==> src/tcse_regs.vh <==
// register offsets, field positions and reset values of the status and event bank
// Operation
// - extra state bit 1 shows sink over-range fault with attached consumer
// - extra state bit 0 shows stabilisation running
// - kind bits 6/5 show debug provider/consumer
// - kind bit 4 shows attached consumer
// - kind bit 3 shows attached provider
// - kind bit 2 shows powered cable
// - kind bits 1/0 show headset with/without supply
// - flag 6 on orientation 00 to 01/10
// - flag 5 on line over-range with pull-down
// - flag 4 on bus supply threshold crossing
// - flag 3 on dead-battery mode change
// - flag 2 on current level change
// - flag 1 on detach
// - flag 0 on attach completion
// - second flags 6/5 request supply off/on
// - second flag 3 on stabilisation failure
// - second flag 2 on forced role failure
// - second flag 1 on forced role success
// - second flag 0 on stabilisation start
// - flags reset zero, write one clears
// - mask bit keeps flag off interrupt
// - orientation field encodes none/first/second/fault
// - current level field encodes four levels
`ifndef TCSE_REGS_VH
`define TCSE_REGS_VH
`define TCSE_OFS_MASK_A      8'h0E
`define TCSE_OFS_MASK_B      8'h0F
`define TCSE_OFS_STATE       8'h11
`define TCSE_OFS_EXTRA_STATE 8'h12
`define TCSE_OFS_KIND        8'h13
`define TCSE_OFS_FLAGS_A     8'h14
`define TCSE_OFS_FLAGS_B     8'h15
`define TCSE_RESET_VALUE     8'h00
`define TCSE_FLAGS_A_USED    8'h7F
`define TCSE_FLAGS_B_USED    8'h6F
`define TCSE_PLUG_FLIP_FIELD_NONE     2'h0
`define TCSE_PLUG_FLIP_FIELD_LINE1    2'h1
`define TCSE_PLUG_FLIP_FIELD_LINE2    2'h2
`define TCSE_PLUG_FLIP_FIELD_FAULT    2'h3
`endif

==> src/tcse_flag_byte.v <==
// one byte of write-one-to-clear event flags with masked interrupt request
`timescale 1ns/100ps
`include "tcse_regs.vh"
module tcse_flag_byte #(
  parameter [7:0] USED = 8'hFF
) (
  input  wire       clock,
  input  wire       rst_n,
  input  wire [7:0] set_event,
  input  wire       clear_strobe,
  input  wire [7:0] clear_data,
  input  wire [7:0] mask,
  output reg  [7:0] flags,
  output wire       irq_request
);
  wire [7:0] next_flags;

  // ----------------------------------------------------------------
  // flag storage
  // ----------------------------------------------------------------
  genvar i;
  generate
    for (i = 0; i < 8; i = i + 1) begin : g_bit
      // a set in the clearing cycle wins so no event is lost
      assign next_flags[i] = USED[i] &
        (set_event[i] | (flags[i] & ~(clear_strobe & clear_data[i])));
    end
  endgenerate

  // synchronous reset to zero
  always @(posedge clock) begin
    if (!rst_n) begin
      flags <= `TCSE_RESET_VALUE;
    end else begin
      flags <= next_flags;
    end
  end

  // masked flags do not raise the request, but stay visible
  assign irq_request = |(flags & ~mask);
endmodule // tcse_flag_byte

==> src/tcse_status_event_regs.v <==
// status, attach kind and event flag registers with the active-low interrupt pin
`timescale 1ns/100ps
`include "tcse_regs.vh"
module tcse_status_event_regs (
  input  wire       clock,
  input  wire       rst_n,
  // register port from the two-wire slave
  input  wire [7:0] reg_addr,
  input  wire       reg_write,
  input  wire [7:0] reg_wdata,
  input  wire       reg_read,
  output reg  [7:0] reg_rdata,
  // detection core status
  input  wire       sink_overrange,
  input  wire       stabilise_active_flag,
  input  wire       debug_accessory_provider,
  input  wire       debug_accessory_consumer,
  input  wire       attached_consumer,
  input  wire       attached_provider,
  input  wire       powered_cable_flag,
  input  wire       headset_powered_flag,
  input  wire       headset_unpowered_flag,
  input  wire [1:0] plug_flip_field,
  input  wire [1:0] advertised_current_level,
  input  wire       dead_battery_mode,
  input  wire       bus_supply_valid,
  input  wire       bus_supply_low,
  input  wire       attached,
  input  wire       pulldown_applied,
  // detection core event pulses
  input  wire       stabilise_supply_off_req,
  input  wire       stabilise_supply_on_req,
  input  wire       stabilise_failed_event,
  input  wire       forced_role_failed_event,
  input  wire       forced_role_done_event,
  input  wire       stabilise_started_event,
  // mask registers held in the control bank
  input  wire [7:0] mask_a,
  input  wire [7:0] mask_b,
  output reg        int_n
);
  reg  [1:0] last_flip;
  reg  [1:0] last_level;
  reg        last_dead_battery;
  reg        last_supply_valid;
  reg        last_supply_low;
  reg        last_attached;
  reg        last_fault;
  reg  [7:0] extra_state_reg;
  reg  [7:0] attach_kind;
  wire [7:0] event_flags_a;
  wire [7:0] event_flags_b_reg;
  wire       irq_a;
  wire       irq_b;
  wire       plug_flip_event;
  wire       overrange_event;
  wire       bus_supply_cross_event;
  wire       dead_battery_mode_event;
  wire       current_level_event;
  wire       unplug_event;
  wire       attach_event;
  wire [7:0] set_a;
  wire [7:0] set_b;
  wire       clear_a;
  wire       clear_b;
  reg  [7:0] next_rdata;

  // ----------------------------------------------------------------
  // status registers
  // ----------------------------------------------------------------
  // live status captured each cycle, reserved bits zero
  always @(posedge clock) begin
    if (!rst_n) begin
      extra_state_reg <= `TCSE_RESET_VALUE;
      attach_kind     <= `TCSE_RESET_VALUE;
    end else begin
      extra_state_reg <= {6'h00,
                          sink_overrange & attached_consumer,
                          stabilise_active_flag};
      attach_kind     <= {1'b0,
                          debug_accessory_provider,
                          debug_accessory_consumer,
                          attached_consumer,
                          attached_provider,
                          powered_cable_flag,
                          headset_powered_flag,
                          headset_unpowered_flag};
    end
  end

  // ----------------------------------------------------------------
  // change detection
  // ----------------------------------------------------------------
  // previous values of the watched status for edge detection
  always @(posedge clock) begin
    if (!rst_n) begin
      last_flip         <= `TCSE_PLUG_FLIP_FIELD_NONE;
      last_level        <= 2'h0;
      last_dead_battery <= 1'b0;
      last_supply_valid <= 1'b0;
      last_supply_low   <= 1'b1;
      last_attached     <= 1'b0;
      last_fault        <= 1'b0;
    end else begin
      last_flip         <= plug_flip_field;
      last_level        <= advertised_current_level;
      last_dead_battery <= dead_battery_mode;
      last_supply_valid <= bus_supply_valid;
      last_supply_low   <= bus_supply_low;
      last_attached     <= attached;
      last_fault        <= sink_overrange & pulldown_applied;
    end
  end

  // only a resolved orientation out of none raises the event
  assign plug_flip_event = (last_flip == `TCSE_PLUG_FLIP_FIELD_NONE) &&
                           ((plug_flip_field == `TCSE_PLUG_FLIP_FIELD_LINE1) ||
                            (plug_flip_field == `TCSE_PLUG_FLIP_FIELD_LINE2));
  assign overrange_event         = sink_overrange & pulldown_applied & ~last_fault;
  assign bus_supply_cross_event  = (bus_supply_valid ^ last_supply_valid) |
                                   (bus_supply_low ^ last_supply_low);
  assign dead_battery_mode_event = dead_battery_mode ^ last_dead_battery;
  assign current_level_event     = advertised_current_level != last_level;
  assign unplug_event            = last_attached & ~attached;
  assign attach_event            = attached & ~last_attached;

  assign set_a = {1'b0, plug_flip_event, overrange_event, bus_supply_cross_event,
                  dead_battery_mode_event, current_level_event, unplug_event,
                  attach_event};
  assign set_b = {1'b0, stabilise_supply_off_req, stabilise_supply_on_req,
                  1'b0, stabilise_failed_event,
                  forced_role_failed_event,
                  forced_role_done_event,
                  stabilise_started_event};

  // ----------------------------------------------------------------
  // event flag bytes
  // ----------------------------------------------------------------
  assign clear_a = reg_write && (reg_addr == `TCSE_OFS_FLAGS_A);
  assign clear_b = reg_write && (reg_addr == `TCSE_OFS_FLAGS_B);

  tcse_flag_byte #(.USED(`TCSE_FLAGS_A_USED)) u_flags_a (
    .clock        (clock),
    .rst_n        (rst_n),
    .set_event    (set_a),
    .clear_strobe (clear_a),
    .clear_data   (reg_wdata),
    .mask         (mask_a),
    .flags        (event_flags_a),
    .irq_request  (irq_a)
  );

  tcse_flag_byte #(.USED(`TCSE_FLAGS_B_USED)) u_flags_b (
    .clock        (clock),
    .rst_n        (rst_n),
    .set_event    (set_b),
    .clear_strobe (clear_b),
    .clear_data   (reg_wdata),
    .mask         (mask_b),
    .flags        (event_flags_b_reg),
    .irq_request  (irq_b)
  );

  // ----------------------------------------------------------------
  // interrupt pin and read port
  // ----------------------------------------------------------------
  // pin low while any unmasked flag stands
  always @(posedge clock) begin
    if (!rst_n) begin
      int_n <= 1'b1;
    end else begin
      int_n <= ~(irq_a | irq_b);
    end
  end

  // read mux; unmapped offsets read zero
  always @* begin
    next_rdata = reg_rdata;
    if (reg_read) begin
      case (reg_addr)
        `TCSE_OFS_EXTRA_STATE: next_rdata = extra_state_reg;
        `TCSE_OFS_KIND:        next_rdata = attach_kind;
        `TCSE_OFS_FLAGS_A:     next_rdata = event_flags_a;
        `TCSE_OFS_FLAGS_B:     next_rdata = event_flags_b_reg;
        default:               next_rdata = 8'h00;
      endcase
    end
  end

  // read data held until the next read
  always @(posedge clock) begin
    if (!rst_n) begin
      reg_rdata <= 8'h00;
    end else begin
      reg_rdata <= next_rdata;
    end
  end
endmodule // tcse_status_event_regs

==> config.mk <==
export PLATFORM = sky130hd
export DESIGN_NAME = tcse_status_event_regs
export DESIGN_NICKNAME = d
export VERILOG_FILES = /design/src/tcse_flag_byte.v /design/src/tcse_status_event_regs.v
export VERILOG_INCLUDE_DIRS = /design/src
export SDC_FILE = /design/constraint.sdc
export NUM_CORES = 1
export LEC_CHECK = 0
export CORE_MARGIN = 2
export CORE_UTILIZATION = 25
export CTS_CLUSTER_SIZE = 40
export DETAILED_ROUTE_END_ITERATION = 10
export DONT_BUFFER_PORTS = 1
export GPL_TIMING_DRIVEN = 0
export SETUP_SLACK_MARGIN = 0.3
export SLEW_MARGIN = 10
export SYNTH_ARGS = -nofsm -noshare
export SYNTH_HDL_FRONTEND = slang
export SYNTH_SLANG_ARGS = --single-unit
==> constraint.sdc <==
create_clock -name clock -period 3.97 [get_ports clock]
set_input_delay 0.397 -clock clock [delete_from_list [all_inputs] [get_ports clock]]
set_output_delay 0.397 -clock clock [all_outputs]
set_load 0.01 [all_outputs]
==> flow_summary.ini, run 1 <==
[status]
status = finished clean

[floorplan]
io_pins = 69
rows = 29
die_y_um = 84.7
start_util_pct = 25.8
fp.dieW_um = 84.7
dieArea_um2 = 7170
coreArea_um2 = 6310

[detailed_routing]
antenna_left = 0
vias = 1164
wl_um = 4070
wire_per_inst_um = 16.4
remaining_drc_errors = 0
firstDrtPassIters = 5
drt_iter0_drc = 73
vias_per_cell = 4.69

[power]
p_leak_nw = 0.732
peakVddDrop_v = 0.000144
power_density_nw_per_um2 = 427

[job]
cap_violations = 0

[setup_path]
cp.required_ns = 4.15
path_cells = or4_4, nor2_1, a31oi_1, o21a_1
critical_path.slowest_cell = or4_4
cp.arrival_ns = 1.69
cp-end-kind = register
start_kind = input pin
crit_fanout = 6
critical_path.top_delay_family = simple AND/OR/NAND/NOR gates
critPathMaxStageDelay_ns = 0.55
path_class = in2reg
cp_num_buf_inv = 0
regToRegSetupSlack_ns = 2.65

[grt]
gr-usage-all-layers_pct = 11.5
grt_max_degree = 12
grt_pass1_vias = 1227
antenna_found_initial = 1
grt_pass1_wl_um = 6300
grt_overflow_total = 0

[final_layout]
drive_above_1_share_pct = 8.82
nNetsFinal = 229
fin_area_um2 = 1830
fill_cells = 692
area_growth_pct = 12.2
reg_top3 = attach_kind: 7 flops, reg_rdata: 7 flops, u_flags_a.flags: 7 flops

[synth]
synth_cells = 162
synth-seq-cells = 39
ys_seq_area_share_pct = 48.0
synth_top_cell_by_area = dfxtp_1
synth_fa_ha_area_share_pct = 0
synth-xor-area-share_pct = 3.23
synth_top_family_by_area = compound AO/OA/AOI/OAI gates
netlist_area_um2 = 1630
synth.area.mux_share_pct = 4.92
yosysTopAreaCellShare_pct = 48.0
syn-mean-instance-area_um2 = 10.0
synth_area_leaders = dfxtp_1 (48%), and2_1 (5.8%), mux2i_1 (4.9%), a22o_1 (3.8%), o21a_1 (3.7%)
syn_nets = 222
synth_warnings = 0
synth-simple-area-share_pct = 15.2
synth-compound-area-share_pct = 23.1
synth_cell_type_count = 37

[sta]
slew_viol_final = 0
fmax_mhz = 660
fin_setup_tns_ns = 0
worst_slack_ns = 2.46
setup_violations = 0
hold_ws_ns = 0.213
finalCriticalPeriod_ns = 1.51
skew_ns = 0.00584
period_share_pct = 38.2
grt_setup_unrepaired = false
finalHoldViolations = 0

[clock_network]
cts_hold_buf = 0
clock-sinks = 39
cts_resized = 0
htreeDepth = 2
clk_path_buf_depth = 2
insertion_delay_ns = 0.28
cts_tree = yes
cts_root_buffer = clkbuf_8
clk_pin_slew_ns = 0.07
post_cts_buffers = 0
cts_buffers = 5

[worst_hold_path]
min_path_type = in2reg

[placed_design]
gp_congestion = 0.794
dp_hpwl_um = 3260
place_area_um2 = 1720
port_buffers = 0
dp_slack_ns = 2.16
-- routing by layer --
| metal | global-route usage (%) | part of all wire, % |
|---|---|---|
| met3 | 4.62 | 8.5 |
| met1 | 12.1 | 40 |
| met2 | 19.6 | 49 |
| met4 | 6.20 | 3.2 |
| met5 | 0 | 0 |
-- kinds of logic (layout without fill, tap and decap cells) --
group                  after synthesis  in the layout
AND/OR/NAND/NOR                     40             40
multiplexers                         8              8
buffers and inverters               20             28
flip-flops                          39             39
other                                1              2
AO/OA/AOI/OAI                       48             48
XOR/XNOR                             6              6
-- Yosys cell counts (all sizes together) --
master and number:
inv 12, o22ai 5, nor3 3, xor2 5, nand4b 1, o41ai 1
conb 1, nand2 5, a21oi 7, o2111ai 1, mux2i 8, a222oi 1
a21boi 3, o21a 8, or4b 1, dfxtp 39, o2bb2ai 4, buf 3
nor2 4, clkbuf 5, and3 2, a22o 7, a2111oi 1, a31oi 4
nand2b 4, o31a 2, and2 15, xnor2 1, or4 1, a21o 2
o21ai 2, nor2b 4
-- report_power, final --
group	total, W	internal, W	leakage, nW	switching (W)
Sequential	0.000422	0.000412	0.323	0.00000987
Combinational	0.0000705	0.0000340	0.357	0.0000366
Clock	0.000286	0.000158	0.0515	0.000128
Total	0.000779	0.000604	0.732	0.000174
-- layout by cell type, fill, tap and decap left out, types with 6 or more instances in the layout --
cell and instances:
a21oi_1 6, inv_1 12, clkbuf_8 7, o21a_1 8, and2_1 15, mux2i_1 8, dfxtp_1 39, clkbuf_1 6
a22o_1 7
-- final timing paths --
check                                startpoint                            end  cells after the start
setup / recovery                    reg_addr[5]  u_flags_b.flags[3]$_SDFF_PN0_                      4
hold reg to reg           last_fault$_SDFF_PN0_  u_flags_a.flags[5]$_SDFF_PN0_                      2
hold / removal                   bus_supply_low     last_supply_low$_SDFF_PN1_                      1
setup reg to reg  u_flags_a.flags[5]$_SDFF_PN0_               int_n$_SDFF_PN1_                      3
-- per-stage QoR --
stage	power (W)	util (%)	instances
detailed placement	0.000502	27.3	239
floorplan	0.000485	-	162
CTS	0.000790	28.9	247
global placement	0.000500	27.3	239
global route	0.000818	28.9	248
finish	0.000779	28.9	248
-- layout make-up --
cell class	count	area, um^2	share of cell area, %
diodes	1	2.50	0.137
plain buffers	8	42.5	2.33
clock buffers	8	100	5.48
inverters	12	45.0	2.47
multi-input cells	103	758	41.5
flip-flops and latches	39	781	42.8
well taps	77	96.3	5.28
(Power assumes the default switching activity.)
==> inputs of run 2 (changes only) <==
==> constraint.sdc (replaced) <==
create_clock -name clock -period 1.25 [get_ports clock]
set_input_delay 0.125 -clock clock [delete_from_list [all_inputs] [get_ports clock]]
set_output_delay 0.125 -clock clock [all_outputs]
set_load 0.01 [all_outputs]
==> run 2 against run 1 <==
  * Sequential power increased to 3.2 times the previous value
  * Via count increased by 6.6%
  * Global-route usage rose by 0.77 points
  * Critical path type is now reg2reg
  * Largest power group unchanged
==> flow_summary.ini, run 2 (synthesis results as in run 1) <==
[power]
p_switching_w = 0.000610
p_clk_share_pct = 33.7
sw_frac_of_total_pct = 24.8
p_leak_nw = 0.842
p_seq_share_pct = 54.5
power_density_nw_per_um2 = 1170
pwr-share-comb_pct = 11.8
intPower_w = 0.00185
peakVddDrop_v = 0.000772

[detailed_routing]
firstDrtPassIters = 4
vias_per_cell = 4.58
vias = 1241
remaining_drc_errors = 0
wl_um = 4310
drt_iter0_drc = 46
antenna_left = 0
wire_per_inst_um = 15.9

[floorplan]
dieArea_um2 = 7170
io_pins = 69
fp.dieW_um = 84.7
coreArea_um2 = 6310
start_util_pct = 25.8
die_y_um = 84.7
rows = 29

[final_layout]
final_common_cell = dfxtp_1
n_antenna_cell = 0
nNetsFinal = 253
final_cells = 271
drive_above_1_share_pct = 14.9
area_growth_pct = 29.3
reg_top3 = attach_kind: 7 flops, reg_rdata: 7 flops, u_flags_a.flags: 7 flops
final_cell_mix = dfxtp_1 (39), dlygate4sd3_1 (21), and2_1 (15)

[status]
status = finished clean

[clock_network]
htreeDepth = 2
insertion_delay_ns = 0.30
cts_buffers = 5
clock-sinks = 39
cts_root_buffer = clkbuf_8
clk_pin_slew_ns = 0.09
cts_tree = yes
clk_path_buf_depth = 2

[setup_path]
path_cells = a222oi_1, o2111ai_1, o41ai_2
reg2reg_depth = 3
cp.required_ns = 1.45
path_class = reg2reg
cp-end-kind = register
cp.arrival_ns = 1.39
critical_path.slowest_cell = dfxtp_1
critPathMaxStageDelay_ns = 0.34
r2r_end = int_n$_SDFF_PN1_
r2r-start = u_flags_a.flags[5]$_SDFF_PN0_
regToRegSetupSlack_ns = 0.06
crit_fanout = 3
start_kind = register

[sta]
fmax_mhz = 840
fin_setup_tns_ns = 0
finalHoldViolations = 0
period_share_pct = 95.2
setup_violations = 0
skew_ns = 0.0132
grt_setup_unrepaired = true
finalCriticalPeriod_ns = 1.19
slew_viol_final = 0

[worst_hold_path]
min_path_type = in2reg
hold_path_depth = 2
min_to = u_flags_b.flags[2]$_SDFF_PN0_
hold_start = forced_role_failed_event

[grt]
grt_pass1_wl_um = 6640
gr-usage-all-layers_pct = 12.3
grt_overflow_total = 0
grt_max_degree = 13
antenna_found_initial = 0
grt_pass1_vias = 1269

[placed_design]
dp.cells = 239
gp_congestion = 0.747
port_buffers = 0
dp_hpwl_um = 3270

[job]
cap_violations = 0
[run 2: how the worst max path moves through the flow]
stage                                   from                       endpoint  depth (start not counted)
3_3_place_gp                     reg_addr[5]  u_flags_b.flags[3]$_SDFF_PN0_                          4
3_5_place_dp                     reg_addr[5]  u_flags_b.flags[6]$_SDFF_PN0_                          4
2_1_floorplan                    reg_addr[5]  u_flags_a.flags[4]$_SDFF_PN0_                          4
5_1_grt        u_flags_a.flags[5]$_SDFF_PN0_               int_n$_SDFF_PN1_                          3
6_report       u_flags_a.flags[5]$_SDFF_PN0_               int_n$_SDFF_PN1_                          3
4_1_cts        u_flags_a.flags[5]$_SDFF_PN0_               int_n$_SDFF_PN1_                          3
[run 2: cell type report]
cell class / instances / area [um^2]
Buffer: 8 / 45.0
Clock buffer: 5 / 68.8
Clock inverter: 3 / 15.0
Fill cell: 660 / 4210
Inverter: 12 / 45.0
Multi-Input combinational cell: 103 / 807
Sequential cell: 39 / 781
Tap cell: 77 / 96.3
Timing Repair Buffer: 24 / 245
[run 2: stage by stage]
stage	hold slack (ns)	setup slack, ns	instance area (um^2)	power [W]	util, %
3_3_place_gp	0.229	-0.303	1730	0.00159	27.3
4_1_cts	0.00502	0.0266	2090	0.00248	33.1
5_1_grt	0.0143	-0.0597	2100	0.00258	33.3
6_report	0.0112	0.0596	2100	0.00246	33.3
2_1_floorplan	0.226	-0.0696	1630	0.00154	-
3_5_place_dp	0.232	-0.333	1730	0.00160	27.3
[run 2: what timing repair did]
item	CTS	global route
resized for setup	10	4
pin swaps	13	5
hold buffers	21	0
cloned	0	0
endpoints found under the hold margin	21	0
setup buffers	3	0
endpoints found under the setup margin	21	19
[run 2: worst max-delay path, delay by kind of cell (launching register included)]
kind               cells  cell delay, ns
AOI/OAI and AO/OA      3            0.77
DFF                    1            0.34
[run 2: power groups by stage]
stage	sequential, W	clock [W]	combinational (W)
floorplan	0.00136	0	0.000181
global placement	0.00137	0	0.000225
detailed placement	0.00137	0	0.000229
CTS	0.00134	0.000852	0.000290
global route	0.00135	0.000909	0.000325
finish	0.00134	0.000829	0.000290
[run 2: metal layers]
layer  wire [um]  global-route usage, %  share of wire, %
met1        1700                   13.6                39
met2        2270                   21.6                53
met3         296                   4.72               6.9
met4          56                   3.90               1.3
met5           0                      0                 0
